--- config.mk ---
export PLATFORM = sky130hd
export DESIGN_NAME = directional_ground_fault_logic
export DESIGN_NICKNAME = d
export VERILOG_FILES = /design/src/hw/dirg_pkg.sv /design/src/hw/directional_ground_fault_logic.sv
export SDC_FILE = /design/constraint.sdc
export NUM_CORES = 1
export LEC_CHECK = 0
export ABC_AREA = 1
export BUFFER_PORTS_ARGS = -buffer_cell sky130_fd_sc_hd__buf_2
export CELL_PAD_IN_SITES_DETAIL_PLACEMENT = 2
export CELL_PAD_IN_SITES_GLOBAL_PLACEMENT = 2
export CORE_ASPECT_RATIO = 1.2
export CORE_UTILIZATION = 34
export DETAILED_ROUTE_END_ITERATION = 8
export GPL_TIMING_DRIVEN = 0
export PLACE_DENSITY = 0.86
export SLEW_MARGIN = 5
export SYNTH_ARGS = -nofsm -noshare
export SYNTH_HDL_FRONTEND = slang
export SYNTH_SLANG_ARGS = --single-unit
export TNS_END_PERCENT = 1
--- constraint.sdc ---
create_clock -name i_clk -period 4.8 [get_ports i_clk]
set_clock_uncertainty 0.2 [all_clocks]
set_input_delay 0.48 -clock i_clk [delete_from_list [all_inputs] [get_ports i_clk]]
set_output_delay 0.48 -clock i_clk [all_outputs]
set_load 0.03 [all_outputs]
--- src/hw/dirg_pkg.sv ---
// package for the directional ground fault decision logic
// assumes a 25 MHz system clock and a sample tick from the measurement front end
package dirg_pkg;

    // ------------------------------------------------------------
    // widths
    // ------------------------------------------------------------
    localparam int NUM_STAGES = 3;
    localparam int CUR_W = 16;
    localparam int VOLT_W = 10;
    localparam int ANG_W = 9;
    localparam int DLY_W = 10;
    localparam int CNT_W = 24;

    // ------------------------------------------------------------
    // angles and limits
    // ------------------------------------------------------------
    localparam logic [ANG_W-1:0] ANGLE_FULL = 9'h168;
    localparam logic [ANG_W-1:0] ANGLE_HALF_AREA = 9'h05a;
    localparam logic [VOLT_W-1:0] VOLT_MIN = 10'h014;
    localparam logic [VOLT_W-1:0] VOLT_MAX = 10'h3e8;
    localparam logic [DLY_W-1:0] DELAY_MAX = 10'h3e8;

    // ------------------------------------------------------------
    // timing
    // ------------------------------------------------------------
    localparam int CLK_HZ = 25_000_000;
    localparam int DELAY_STEP_MS = 10;
    localparam int OFF_DELAY_MS = 200;
    localparam int INST_MAX_MS = 50;
    localparam int STEP_CYCLES = CLK_HZ / 1000 * DELAY_STEP_MS;
    localparam int OFF_DELAY_CYCLES = CLK_HZ / 1000 * OFF_DELAY_MS;
    localparam int INST_MAX_CYCLES = CLK_HZ / 1000 * INST_MAX_MS;

    // ------------------------------------------------------------
    // carriers
    // ------------------------------------------------------------
    typedef struct packed {
        logic use_enable;
        logic harmonic_restraint_enable;
        logic [CUR_W-1:0] pickup_current;
        logic [VOLT_W-1:0] pickup_voltage;
        logic [DLY_W-1:0] operate_delay;
    } stage_cfg_s;

    typedef struct packed {
        logic [CUR_W-1:0] current;
        logic [VOLT_W-1:0] voltage;
        logic [ANG_W-1:0] angle;
        logic harmonic_detect;
    } measure_s;

    typedef enum logic [1:0] {
        ST_IDLE = 2'b00,
        ST_TIMING = 2'b01,
        ST_TRIP = 2'b10,
        ST_HOLD = 2'b11
    } stage_state_e;

    typedef struct packed {
        stage_state_e state;
        logic [DLY_W-1:0] steps;
        logic [CNT_W-1:0] cycles;
        logic trip;
    } stage_s;

endpackage

--- src/hw/directional_ground_fault_logic.sv ---
// three directional ground fault stages with on-delay and off-delay timing
// assumes measurements are synchronous to i_clk, held between sample ticks
`timescale 1ns/1ps
module directional_ground_fault_logic
    import dirg_pkg::*;
#(
    parameter int STEP_CNT = STEP_CYCLES,
    parameter int OFF_CNT = OFF_DELAY_CYCLES
)(
    input wire logic i_clk,
    input wire logic i_rst_n,
    input wire logic i_sample_tick,
    input wire measure_s i_meas,
    input wire logic [ANG_W-1:0] i_max_sensitivity_angle,
    input wire stage_cfg_s i_stage_one_cfg,
    input wire stage_cfg_s i_stage_two_cfg,
    input wire stage_cfg_s i_stage_three_cfg,
    output logic o_ground_direction_stage_one,
    output logic o_ground_direction_stage_two,
    output logic o_ground_direction_stage_three,
    output logic o_angle_in_area
);

    // ------------------------------------------------------------
    // state
    // ------------------------------------------------------------
    typedef struct packed {
        stage_s [NUM_STAGES-1:0] stage;
        logic in_area;
        logic [NUM_STAGES-1:0] operate;
    } core_s;

    // operate lags the angle by two edges (area flag first, then operate) and the other measurements by one edge
    core_s state_q;
    core_s state_d;
    stage_cfg_s [NUM_STAGES-1:0] cfg;

    // index the stage settings so one loop serves all three stages
    assign cfg[0] = i_stage_one_cfg;
    assign cfg[1] = i_stage_two_cfg;
    assign cfg[2] = i_stage_three_cfg;

    // ------------------------------------------------------------
    // helpers
    // ------------------------------------------------------------
    // angle difference folded to its magnitude in the range 0..180 degrees
    function automatic logic in_area_f(input logic [ANG_W-1:0] ang,
                                       input logic [ANG_W-1:0] max_sensitivity_angle);
        logic [ANG_W:0] diff;
        logic [ANG_W-1:0] mag;
        diff = {1'b0, ang} + {1'b0, ANGLE_FULL} - {1'b0, max_sensitivity_angle};
        if (diff >= {1'b0, ANGLE_FULL})
        begin
            diff = diff - {1'b0, ANGLE_FULL};
        end
        if (diff[ANG_W-1:0] > ANGLE_HALF_AREA + ANGLE_HALF_AREA)
        begin
            mag = ANGLE_FULL - diff[ANG_W-1:0];
        end
        else
        begin
            mag = diff[ANG_W-1:0];
        end
        // boundary excluded: a quadrature phasor carries no direction
        in_area_f = (mag < ANGLE_HALF_AREA);
    endfunction

    // a pickup voltage outside its printed range counts as no pickup
    function automatic logic cond_f(input stage_cfg_s c, input measure_s m,
                                    input logic area);
        logic v_ok;
        v_ok = (c.pickup_voltage >= VOLT_MIN) && (c.pickup_voltage <= VOLT_MAX);
        cond_f = (m.current > c.pickup_current)
            && v_ok && (m.voltage > c.pickup_voltage)
            && area
            && !(c.harmonic_restraint_enable && m.harmonic_detect);
    endfunction

    // ------------------------------------------------------------
    // next state
    // ------------------------------------------------------------
    always_comb
    begin
        stage_cfg_s c;
        c = '0;
        state_d = state_q;
        state_d.in_area = in_area_f(i_meas.angle, i_max_sensitivity_angle);
        for (int s = 0; s < NUM_STAGES; s++)
        begin
            // stage one never sees restraint since its enable is forced off
            c = cfg[s];
            if (s == 0)
            begin
                c.harmonic_restraint_enable = 1'b0;
            end
            state_d.operate[s] = cond_f(c, i_meas, state_q.in_area);
            if (!c.use_enable)
            begin
                state_d.stage[s].state = ST_IDLE;
                state_d.stage[s].steps = '0;
                state_d.stage[s].cycles = '0;
                state_d.stage[s].trip = 1'b0;
            end
            else
            begin
                case (state_q.stage[s].state)
                    ST_IDLE:
                    begin
                        state_d.stage[s].steps = '0;
                        state_d.stage[s].cycles = '0;
                        // start only on a tick: up to one tick period of start jitter
                        if (state_q.operate[s] && i_sample_tick)
                        begin
                            state_d.stage[s].state = ST_TIMING;
                        end
                    end
                    ST_TIMING:
                    begin
                        if (!state_q.operate[s])
                        begin
                            state_d.stage[s].state = ST_IDLE;
                            state_d.stage[s].steps = '0;
                            state_d.stage[s].cycles = '0;
                        end
                        else if (state_q.stage[s].steps >= c.operate_delay
                                 || state_q.stage[s].steps >= DELAY_MAX)
                        begin
                            // settings above the range clamp to the longest delay
                            state_d.stage[s].state = ST_TRIP;
                            state_d.stage[s].trip = 1'b1;
                        end
                        else if (state_q.stage[s].cycles == CNT_W'(STEP_CNT - 1))
                        begin
                            state_d.stage[s].cycles = '0;
                            state_d.stage[s].steps = state_q.stage[s].steps + 1'b1;
                        end
                        else
                        begin
                            state_d.stage[s].cycles = state_q.stage[s].cycles + 1'b1;
                        end
                    end
                    ST_TRIP:
                    begin
                        state_d.stage[s].cycles = '0;
                        if (!state_q.operate[s])
                        begin
                            state_d.stage[s].state = ST_HOLD;
                        end
                    end
                    ST_HOLD:
                    begin
                        // pickup again in the off-delay returns to trip with no new delay
                        if (state_q.operate[s])
                        begin
                            state_d.stage[s].state = ST_TRIP;
                            state_d.stage[s].cycles = '0;
                        end
                        else if (state_q.stage[s].cycles == CNT_W'(OFF_CNT - 1))
                        begin
                            state_d.stage[s].state = ST_IDLE;
                            state_d.stage[s].trip = 1'b0;
                            state_d.stage[s].steps = '0;
                            state_d.stage[s].cycles = '0;
                        end
                        else
                        begin
                            state_d.stage[s].cycles = state_q.stage[s].cycles + 1'b1;
                        end
                    end
                    default:
                    begin
                        state_d.stage[s].state = ST_IDLE;
                        state_d.stage[s].trip = 1'b0;
                    end
                endcase
            end
        end
    end

    // ------------------------------------------------------------
    // registers
    // ------------------------------------------------------------
    // synchronous reset clears every stage to idle with trips low
    always_ff @(posedge i_clk)
    begin
        if (!i_rst_n)
        begin
            state_q <= '0;
        end
        else
        begin
            state_q <= state_d;
        end
    end

    // ------------------------------------------------------------
    // outputs
    // ------------------------------------------------------------
    assign o_ground_direction_stage_one = state_q.stage[0].trip;
    assign o_ground_direction_stage_two = state_q.stage[1].trip;
    assign o_ground_direction_stage_three = state_q.stage[2].trip;
    assign o_angle_in_area = state_q.in_area;

endmodule

==> results.py, run 1 <==
metrics = {
    "run_status": {
        "status": "completed",
    },
    "route": {
        "drc": 0,
        "wirelength_mm": 35.0,
        "drt.antenna.violating_nets": 0,
        "vias": 10592,
        "via_per_inst": 5.29,
        "drt-pass1-iter-count": 4,
        "wl_per_cell_um": 17.5,
        "drt_iter0_markers": 295,
    },
    "worst_setup_path": {
        "worst-path-stages": 11,
        "cp.required_ns": 4.96,
        "reg2reg_depth": 11,
        "crit_path_max_incr_delay_ns": 0.39,
        "critPathCapture": "state_q[92]",
        "r2r_start": "state_q[103]",
        "path_class": "flip-flop to flip-flop",
        "crit_path_start_kind": "flip-flop",
        "r2r-end": "state_q[92]",
        "arrival_ns": 3.21,
        "startpoint": "state_q[103]",
        "cp.buffers_inverters": 2,
        "path_cells": "inv_1 -> ha_1 -> nand2_1 -> nor4_1 -> nand3_1 -> nand4_1 -> nand2_2 -> a31oi_2 -> buf_2 -> o31ai_1 -> a2bb2oi_1",
        "crit_slowest_cell": "a31oi_2",
        "regToRegSetupSlack_ns": 1.75,
        "path_max_fanout": 10,
        "crit_family": "simple AND/OR/NAND/NOR gates",
        "endpoint_kind": "flip-flop",
    },
    "timing": {
        "slew_viol_final": 0,
        "finalCritPeriodShare": 0.635,
        "period_needed_ns": 3.05,
        "setup_viol": 0,
        "max_slew_margin": 0.590,
        "max_slew.worst_pin.slew_ns": 0.611,
        "fmax_mhz": 328,
        "rsz0062_at_grt": "no",
        "fin_setup_tns_ns": 0,
        "hold_violations": 0,
    },
    "final_layout": {
        "finalNetCount": 1905,
        "layout-drive-gt1-share": 0.165,
        "fill_cells": 3419,
        "fin_area_um2": 11600,
        "synthToLayoutAreaGrowth_pct": 19.2,
    },
    "cts": {
        "clk-insertion-delay-late_ns": 0.43,
        "cts_tree": "built",
        "cts.path.max_buffers": 2,
        "ctsResizeCount": 0,
        "hold_buffers": 0,
        "clk_pin_slew_ns": 0.06,
        "cts_sinks": 115,
        "cts_setup_buffers": 0,
        "h-tree-depth": 4,
        "cts_root_buffer": "clkbuf_16",
        "cts_buffers": 17,
    },
    "placed_design": {
        "place_congestion": 0.796,
        "dpl.hpwl_mm": 28.3,
        "placed_area_um2": 11000,
        "portBuffers": 164,
    },
    "run": {
        "maxCapViolCount": 0,
    },
    "die": {
        "fp.dieW_um": 157,
        "fp-row-count": 67,
        "start_util": 0.347,
        "die_y_um": 188,
        "io_pins": 166,
        "core-area_um2": 28100,
        "dieArea_um2": 29400,
    },
    "yosys": {
        "yosys_warnings": 0,
        "synth_area_um2": 9750,
        "synth_top_area_cell": "dfxtp_1",
        "ys_top_cells_by_area": "dfxtp_1, ha_1, inv_1, nand2_1, a21oi_1",
        "synth_edf_count": 0,
        "synthDistinctLibCells": 65,
        "synthesis.nets": 1722,
        "ys_seq_elements": 115,
        "ys_seq_area_frac": 0.236,
        "synth_top_area_frac": 0.236,
        "syn_inst": 1423,
        "synthFlopType": "dfxtp_1",
        "avgSynthCellArea_um2": 6.85,
        "ys_async_sr_fraction": 0,
    },
    "worst_hold_path": {
        "hp-class": "input port to flip-flop",
    },
    "pwr": {
        "power.density_nw_per_um2": 246,
        "leakagePower_nw": 5.24,
        "ir_worst_vdd_mv": 0.224,
    },
    "global_routing": {
        "grt_max_degree": 17,
        "antenna_found_initial": 7,
        "track_usage": 0.246,
        "grt_pass1_wl_mm": 58.1,
        "grt.overflow.total": 0,
        "grt_pass1_vias": 11985,
    },
}
## flip-flops by register name, indices dropped and copies added (netlist names), named ones only
name / flops
o_angle_in_area: 1
o_ground_direction_stage_one: 1
o_ground_direction_stage_three: 1
o_ground_direction_stage_two: 1
state_q: 108
## kinds of logic (layout without fill, tap and decap cells)
group | Yosys count | count (layout) | share of synthesized area
AND/OR/NAND/NOR | 579 | 579 | 0.285
XOR/XNOR | 19 | 19 | 0.0198
adder cells (fa/ha/maj) | 137 | 137 | 0.177
AO/OA/AOI/OAI | 281 | 281 | 0.168
flip-flops | 115 | 115 | 0.236
buffers and inverters | 292 | 487 | 0.115
other | 0 | 4 | 0
## through the flow
stage | hold WS [ns] | power [W] | utilization | std cells | setup slack, ns
6_report | 0.162 | 0.00286 | 0.414 | 2001 | 1.75
5_1_grt | 0.162 | 0.00302 | 0.414 | 2000 | 1.54
3_3_place_gp | 0.258 | 0.00160 | 0.393 | 1966 | 1.37
3_5_place_dp | 0.267 | 0.00166 | 0.393 | 1966 | 1.28
4_1_cts | 0.149 | 0.00289 | 0.414 | 1997 | 1.74
2_1_floorplan | 0.243 | 0.00143 | - | 1423 | 1.72
## report_power, final
part	switching, W	internal [W]
Combinational	0.000404	0.000259
Sequential	0.00000194	0.000958
Clock	0.000472	0.000760
## Yosys cell counts (all sizes together) (4+ instances only)
| library cell | number |
|---|---|
| xor2 | 11 |
| nor4 | 30 |
| a31oi | 12 |
| buf | 10 |
| nand3 | 84 |
| inv | 278 |
| nand4 | 37 |
| nor3b | 4 |
| o21a | 6 |
| ha | 136 |
| dfxtp | 115 |
| o21ai | 73 |
| o211ai | 10 |
| or2 | 8 |
| o2111ai | 5 |
| a21oi | 130 |
| nor2 | 123 |
| nor3 | 59 |
| a211oi | 19 |
| nand2 | 225 |
| xnor2 | 8 |
| o31ai | 5 |
## per-layer routing
metal  up-vias  global-route usage  routed length [um]  share of wire
met1      5143               0.248               13700           0.39
met3        71              0.0504                1330          0.038
met4         4              0.0882                 853          0.024
met2       190               0.485               19100           0.54
li1       5184                   -                   -              -
met5         -                   0                  23        0.00066
## final cells by class
type	instances	area, um2	area share
repair buffers	164	821	0.0706
diodes	4	10.0	0.000861
clock inverters	8	77.6	0.00667
plain buffers	12	66.3	0.00571
inverters	280	1050	0.0905
multi-input cells	1016	6330	0.545
flip-flops and latches	115	2300	0.198
clock buffers	23	488	0.0420
well taps	379	474	0.0408
## cells in the final DEF (no fill, tap or decap), drive strengths merged, types with 59 or more instances in the layout
| cell type | n |
|---|---|
| buf | 174 |
| o21ai | 73 |
| nand3 | 84 |
| dfxtp | 115 |
| nor3 | 59 |
| nand2 | 225 |
| a21oi | 130 |
| nor2 | 123 |
| ha | 136 |
| inv | 278 |
## worst register-to-register path, stage by stage (launching register included)
cell and delay [ns]:
dfxtp_1 0.35, inv_1 0.12, ha_1 0.32, nand2_1 0.07, nor4_1 0.32, nand3_1 0.17, nand4_1 0.21, nand2_2 0.22
a31oi_2 0.39, buf_2 0.32, o31ai_1 0.13, a2bb2oi_1 0.15
## worst min path at each step
stage                      from              end  slack [ns]  depth (start not counted)
detailed placement  state_q[96]      state_q[96]        0.27                          1
global route            i_rst_n  o_angle_in_area        0.16                          3
CTS                     i_rst_n  o_angle_in_area        0.15                          3
floorplan            state_q[9]       state_q[9]        0.24                          2
finish                  i_rst_n  o_angle_in_area        0.16                          3
global placement    state_q[96]      state_q[96]        0.26                          1
Note: power is estimated with default switching activity, not from simulation.
==> run 2: changes to the inputs <==
--- a/config.mk
+++ b/config.mk
@@ -10,10 +10,10 @@
 export CELL_PAD_IN_SITES_DETAIL_PLACEMENT = 2
 export CELL_PAD_IN_SITES_GLOBAL_PLACEMENT = 2
 export CORE_ASPECT_RATIO = 1.2
-export CORE_UTILIZATION = 34
+export CORE_UTILIZATION = 32
 export DETAILED_ROUTE_END_ITERATION = 8
 export GPL_TIMING_DRIVEN = 0
-export PLACE_DENSITY = 0.86
+export PLACE_DENSITY = 0.81
 export SLEW_MARGIN = 5
 export SYNTH_ARGS = -nofsm -noshare
 export SYNTH_HDL_FRONTEND = slang
==> constraint.sdc (replaced) <==
create_clock -name i_clk -period 3.1 [get_ports i_clk]
set_clock_uncertainty 0.2 [all_clocks]
set_input_delay 0.31 -clock i_clk [delete_from_list [all_inputs] [get_ports i_clk]]
set_output_delay 0.31 -clock i_clk [all_outputs]
set_load 0.03 [all_outputs]
==> run 2 against run 1 <==
Against the previous run:
- core utilization down 2.1 points
- sequential cell count unchanged
- fmax up 6.6%
- register-to-register slack worse by 1.5 ns
- setup slack worse by 1.5 ns
- critical endpoint unchanged
==> results.py, run 2 (synthesis gave the netlist of run 1 again) <==
metrics = {
    "run_status": {
        "status": "completed",
    },
    "route": {
        "drt.antenna.violating_nets": 0,
        "drt-pass1-iter-count": 7,
        "wl_per_cell_um": 16.3,
        "drt_iter0_markers": 251,
        "via_per_inst": 5.23,
        "vias": 10534,
        "wirelength_mm": 32.9,
        "drc": 0,
    },
    "placed_design": {
        "placed_area_um2": 11100,
        "place_congestion": 0.796,
        "dpl.hpwl_mm": 27.0,
        "numPlacedInstances": 1977,
        "portBuffers": 164,
    },
    "pwr": {
        "p_comb_frac": 0.225,
        "internal_power_w": 0.00312,
        "seqPwrFrac": 0.335,
        "power.density_nw_per_um2": 380,
        "ir_worst_vdd_mv": 0.368,
        "power.switching_w": 0.00133,
        "pwr-share-clk": 0.440,
        "finalPower_w": 0.00444,
        "leakagePower_nw": 5.30,
        "swShare": 0.299,
    },
    "worst_setup_path": {
        "arrival_ns": 3.01,
        "path_max_fanout": 10,
        "crit_path_max_incr_delay_ns": 0.37,
        "crit_slowest_cell": "dfxtp_1",
        "crit_path_start_kind": "flip-flop",
        "cp.required_ns": 3.25,
        "path_class": "flip-flop to flip-flop",
        "path_cells": "inv_1 -> ha_1 -> nand2_1 -> nor4_1 -> nand3_1 -> nand4_1 -> nand2_4 -> a31oi_2 -> buf_2 -> o31ai_1 -> a2bb2oi_1",
        "regToRegSetupSlack_ns": 0.24,
        "endpoint_kind": "flip-flop",
    },
    "final_layout": {
        "fin_util": 0.393,
        "fin_area_um2": 11700,
        "final_cells": 2016,
        "synthToLayoutAreaGrowth_pct": 20.0,
        "largest_reg_flops": 108,
        "layout_common_cells": "inv_1, nand2_1, buf_2",
        "finalNetCount": 1908,
        "layout_commonest_cell": "inv_1",
        "layout-drive-gt1-share": 0.168,
        "top_register": "state_q",
    },
    "cts": {
        "clk-insertion-delay-late_ns": 0.43,
        "cts_tree": "built",
        "cts.path.max_buffers": 2,
        "cts_buffers": 17,
        "h-tree-depth": 4,
        "cts_sinks": 115,
        "cts_root_buffer": "clkbuf_16",
        "clk_pin_slew_ns": 0.05,
    },
    "global_routing": {
        "antenna_found_initial": 7,
        "grtUsageMet3": 0.0431,
        "use_met1": 0.226,
        "grt_max_degree": 17,
        "grt-busiest-layer": "met2",
        "track_usage": 0.216,
        "grt_pass1_vias": 11539,
        "grt_use_met2": 0.419,
        "grt.overflow.total": 0,
        "grt_pass1_wl_mm": 54.7,
    },
    "timing": {
        "period_needed_ns": 2.86,
        "setup_viol": 0,
        "hold_violations": 0,
        "max_slew_margin": 0.478,
        "fmax_mhz": 350,
        "rsz0062_at_grt": "no",
        "max_slew.worst_pin.slew_ns": 0.777,
        "slew_viol_final": 0,
        "finalCritPeriodShare": 0.922,
    },
    "die": {
        "fp-row-count": 69,
        "core-area_um2": 29800,
        "fp.dieW_um": 161,
        "start_util": 0.327,
        "dieArea_um2": 31200,
        "die_y_um": 193,
        "io_pins": 166,
    },
    "worst_hold_path": {
        "hp-class": "input port to flip-flop",
    },
    "run": {
        "maxCapViolCount": 0,
    },
}
## run 2: cell type report
class                      count  area (um2)
clock inverter                10         108
antenna                        5        12.5
tap                          390         488
inverter                     280        1050
fill                        3684       18100
timing repair buffer         167         846
buffer                        12        66.3
clock buffer                  21         470
multi-input combinational   1016        6360
sequential                   115        2300
## run 2: power by group through the flow
stage | Clock, W | Combinational, W | Sequential (W)
global placement | 0 | 0.000968 | 0.00152
finish | 0.00196 | 0.00100 | 0.00149
detailed placement | 0 | 0.00102 | 0.00152
global route | 0.00205 | 0.00115 | 0.00149
CTS | 0.00201 | 0.00103 | 0.00149
floorplan | 0 | 0.000687 | 0.00152
## run 2: final timing paths
path / startpoint / endpoint / cells after the start
worst max register to register: state_q[103] / state_q[92] / 11
worst min-delay path: i_stage_three_cfg[19] / state_q[2] / 4
worst min register to register: state_q[10] / state_q[10] / 1
worst max-delay path: state_q[103] / state_q[92] / 11
## run 2: metal layers
layer	up-vias	routed length, um
met4	4	617
met1	5088	13500
li1	5199	-
met2	191	17500
met3	52	1250
met5	-	27
## run 2: stage by stage
stage          hold WS, ns  worst slack [ns]  TNS, ns
2_1_floorplan        0.232             0.191        0
3_3_place_gp         0.259            -0.205   -0.205
3_5_place_dp         0.274            -0.289   -0.289
4_1_cts            0.00198             0.111        0
5_1_grt             0.0123           0.00506        0
6_report            0.0106             0.240        0
## run 2: critical path, delay by kind of cell (launching register included)
kind / cells / cell delay [ns]
and+or+nand+nor: 5 / 0.82
AOI/OAI and AO/OA: 3 / 0.66
buffers and inverters: 2 / 0.44
DFF: 1 / 0.37
adders and majority gates: 1 / 0.30
## run 2: what timing repair did
action / CTS / global route
setup endpoints to repair: 0 / 11
hold endpoints to repair: 1 / 0
hold buffers: 1 / 0
resized for setup: 0 / 5
buffers inserted: 0 / 2
==> run 3: changes to the inputs <==
==> constraint.sdc (replaced) <==
create_clock -name i_clk -period 2.86 [get_ports i_clk]
set_clock_uncertainty 0.2 [all_clocks]
set_input_delay 0.286 -clock i_clk [delete_from_list [all_inputs] [get_ports i_clk]]
set_output_delay 0.286 -clock i_clk [all_outputs]
set_load 0.03 [all_outputs]
==> run 3 against run 2 <==
Against the previous run:
- routed wire length up 1.6%
- first-iteration DRC count down 11%
- via count down 0.40%
- critical path type is now input port to flip-flop
==> results.py, run 3 (synthesis gave the netlist of run 1 again) <==
metrics = {
    "final_layout": {
        "multi_input_area_um2": 6460,
        "top_register": "state_q",
        "synthToLayoutAreaGrowth_pct": 21.8,
        "finalNetCount": 1912,
        "layout_common_cells": "inv_1, nand2_1, buf_2",
        "largest_reg_flops": 108,
        "layout_commonest_cell": "inv_1",
        "fill_cells": 3596,
        "layout-drive-gt1-share": 0.180,
        "fin_util": 0.399,
        "seq_area_um2": 2310,
    },
    "placed_design": {
        "dpl.hpwl_mm": 27.1,
        "portBuffers": 164,
        "place_congestion": 0.788,
    },
    "worst_setup_path": {
        "path_max_fanout": 9,
        "path_cells": "buf_2 -> ha_1 -> ha_2 -> fa_2 -> or2_4 -> nand2_4 -> nand3_2 -> nand2_2 -> inv_2 -> nand2_4 -> nand2_4 -> nand2_8 -> nand2_8 -> nand2_2 -> nand2_2 -> nor2_2 -> nand2_1 -> nor2_1 -> nand4_1 -> a21oi_2",
        "r2r-end": "state_q[96]",
        "crit_path_start_kind": "input port",
        "critPathCapture": "o_angle_in_area",
        "worst-path-stages": 20,
        "crit_path_max_incr_delay_ns": 0.38,
        "crit_family": "simple AND/OR/NAND/NOR gates",
        "reg2reg_depth": 10,
        "arrival_ns": 2.93,
        "regToRegSetupSlack_ns": 0.14,
        "endpoint_kind": "flip-flop",
        "startpoint": "i_meas[2]",
        "path_class": "input port to flip-flop",
        "cp.required_ns": 3.03,
        "cp.buffers_inverters": 2,
        "crit_slowest_cell": "fa_2",
        "r2r_start": "state_q[108]",
    },
    "pwr": {
        "leakagePower_nw": 5.33,
        "pwr-share-clk": 0.451,
        "ir_worst_vdd_mv": 0.358,
        "power.switching_w": 0.00148,
        "seqPwrFrac": 0.326,
        "p_comb_frac": 0.224,
        "swShare": 0.299,
        "power.density_nw_per_um2": 417,
        "internal_power_w": 0.00347,
    },
    "route": {
        "drt_iter0_markers": 223,
        "drt.antenna.violating_nets": 0,
        "drc": 0,
        "wirelength_mm": 33.4,
        "vias": 10492,
        "via_per_inst": 5.20,
        "wl_per_cell_um": 16.6,
        "drt-pass1-iter-count": 6,
    },
    "timing": {
        "fmax_mhz": 362,
        "period_needed_ns": 2.76,
        "fin_setup_tns_ns": 0,
        "max_slew.worst_pin.slew_ns": 0.750,
        "rsz0062_at_grt": "yes",
        "setup_viol": 0,
        "finalCritPeriodShare": 0.965,
        "slew_viol_final": 0,
        "max_slew_margin": 0.496,
        "hold_violations": 0,
    },
    "global_routing": {
        "grt.overflow.total": 0,
        "antenna_found_initial": 5,
        "grt_max_degree": 17,
        "grt_pass1_wl_mm": 55.6,
        "grt_pass1_vias": 11854,
        "track_usage": 0.218,
    },
    "cts": {
        "cts_tree": "built",
        "cts.path.max_buffers": 2,
        "clk-insertion-delay-late_ns": 0.44,
        "cts_sinks": 115,
        "clk_pin_slew_ns": 0.06,
        "h-tree-depth": 4,
        "cts_buffers": 17,
        "cts_root_buffer": "clkbuf_16",
    },
    "die": {
        "die_y_um": 193,
        "core-area_um2": 29800,
        "start_util": 0.327,
        "fp.dieW_um": 161,
        "io_pins": 166,
        "fp-row-count": 69,
        "dieArea_um2": 31200,
    },
    "run": {
        "maxCapViolCount": 0,
    },
    "worst_hold_path": {
        "hp-class": "input port to flip-flop",
    },
    "run_status": {
        "status": "completed",
    },
}
[run 3: changes by cell type in the layout (fill, tap and decap cells not counted), moves of 4 or more]
cell | before | now
clkbuf_4 | 0 | 5
buf_2 | 172 | 167
dfxtp_1 | 115 | 111
nor4_2 | 4 | 8
dfxtp_2 | 0 | 4
nor4_1 | 26 | 20
[run 3: worst reg2reg max path, delay by kind of cell, from the launching register on]
kind                     cells  cell delay [ns]
adder cells (fa/ha/maj)      1             0.28
AND/OR/NAND/NOR              4             1.13
flip-flops                   1             0.43
AO/OA/AOI/OAI                5             0.61
[run 3: worst min path at each step]
stage	start	end	slack (ns)	cells past startpoint
after CTS	i_meas[0]	state_q[1]	0.009	4
final	i_meas[0]	state_q[1]	0.03	4
after global placement	state_q[96]	state_q[96]	0.26	1
after detailed placement	state_q[96]	state_q[96]	0.28	1
after global routing	i_meas[0]	state_q[1]	0.04	4
after floorplan	i_rst_n	o_angle_in_area	0.21	2
[run 3: power by group through the flow]
stage                     registers [W]  logic [W]  clock network, W
after floorplan                 0.00165   0.000746                 0
after global placement          0.00165    0.00105                 0
after detailed placement        0.00165    0.00111                 0
after CTS                       0.00161    0.00112           0.00227
after global routing            0.00161    0.00127           0.00233
final                           0.00161    0.00111           0.00223
[run 3: what timing repair did]
item	4_1_cts	5_1_grt
pin swaps	0	7
hold buffers	3	0
setup endpoints to repair	6	65
hold endpoints to repair	3	0
setup buffers	0	4
resized for setup	2	30
[run 3: final cells by class]
type	instances	share of cell area
Tap cell	390	0.0411
Sequential cell	115	0.194
Inverter	280	0.0886
Timing Repair Buffer	171	0.0742
Clock buffer	21	0.0396
Clock inverter	9	0.0110
Antenna cell	4	0.000843
Buffer	12	0.00674
Multi-Input combinational cell	1016	0.544
[run 3: routing by layer]
metal / wire, um / vias to the layer above / global-route usage
met1: 13500 / 5071 / 0.228
met2: 17900 / 182 / 0.424
met5: 13 / - / 0
li1: - / 5182 / -
met3: 1220 / 55 / 0.0405
met4: 755 / 2 / 0.0765
[run 3: per-stage QoR]
step	cell area (um2)	power [W]	hold WS [ns]	cells	worst slack, ns
global placement	11100	0.00269	0.261	1977	-0.326
floorplan	9760	0.00240	0.208	1423	0.0371
global route	11900	0.00521	0.0363	2018	-0.0942
CTS	11700	0.00501	0.00932	2010	-0.0344
detailed placement	11100	0.00276	0.275	1977	-0.437
finish	11900	0.00495	0.0262	2018	0.101
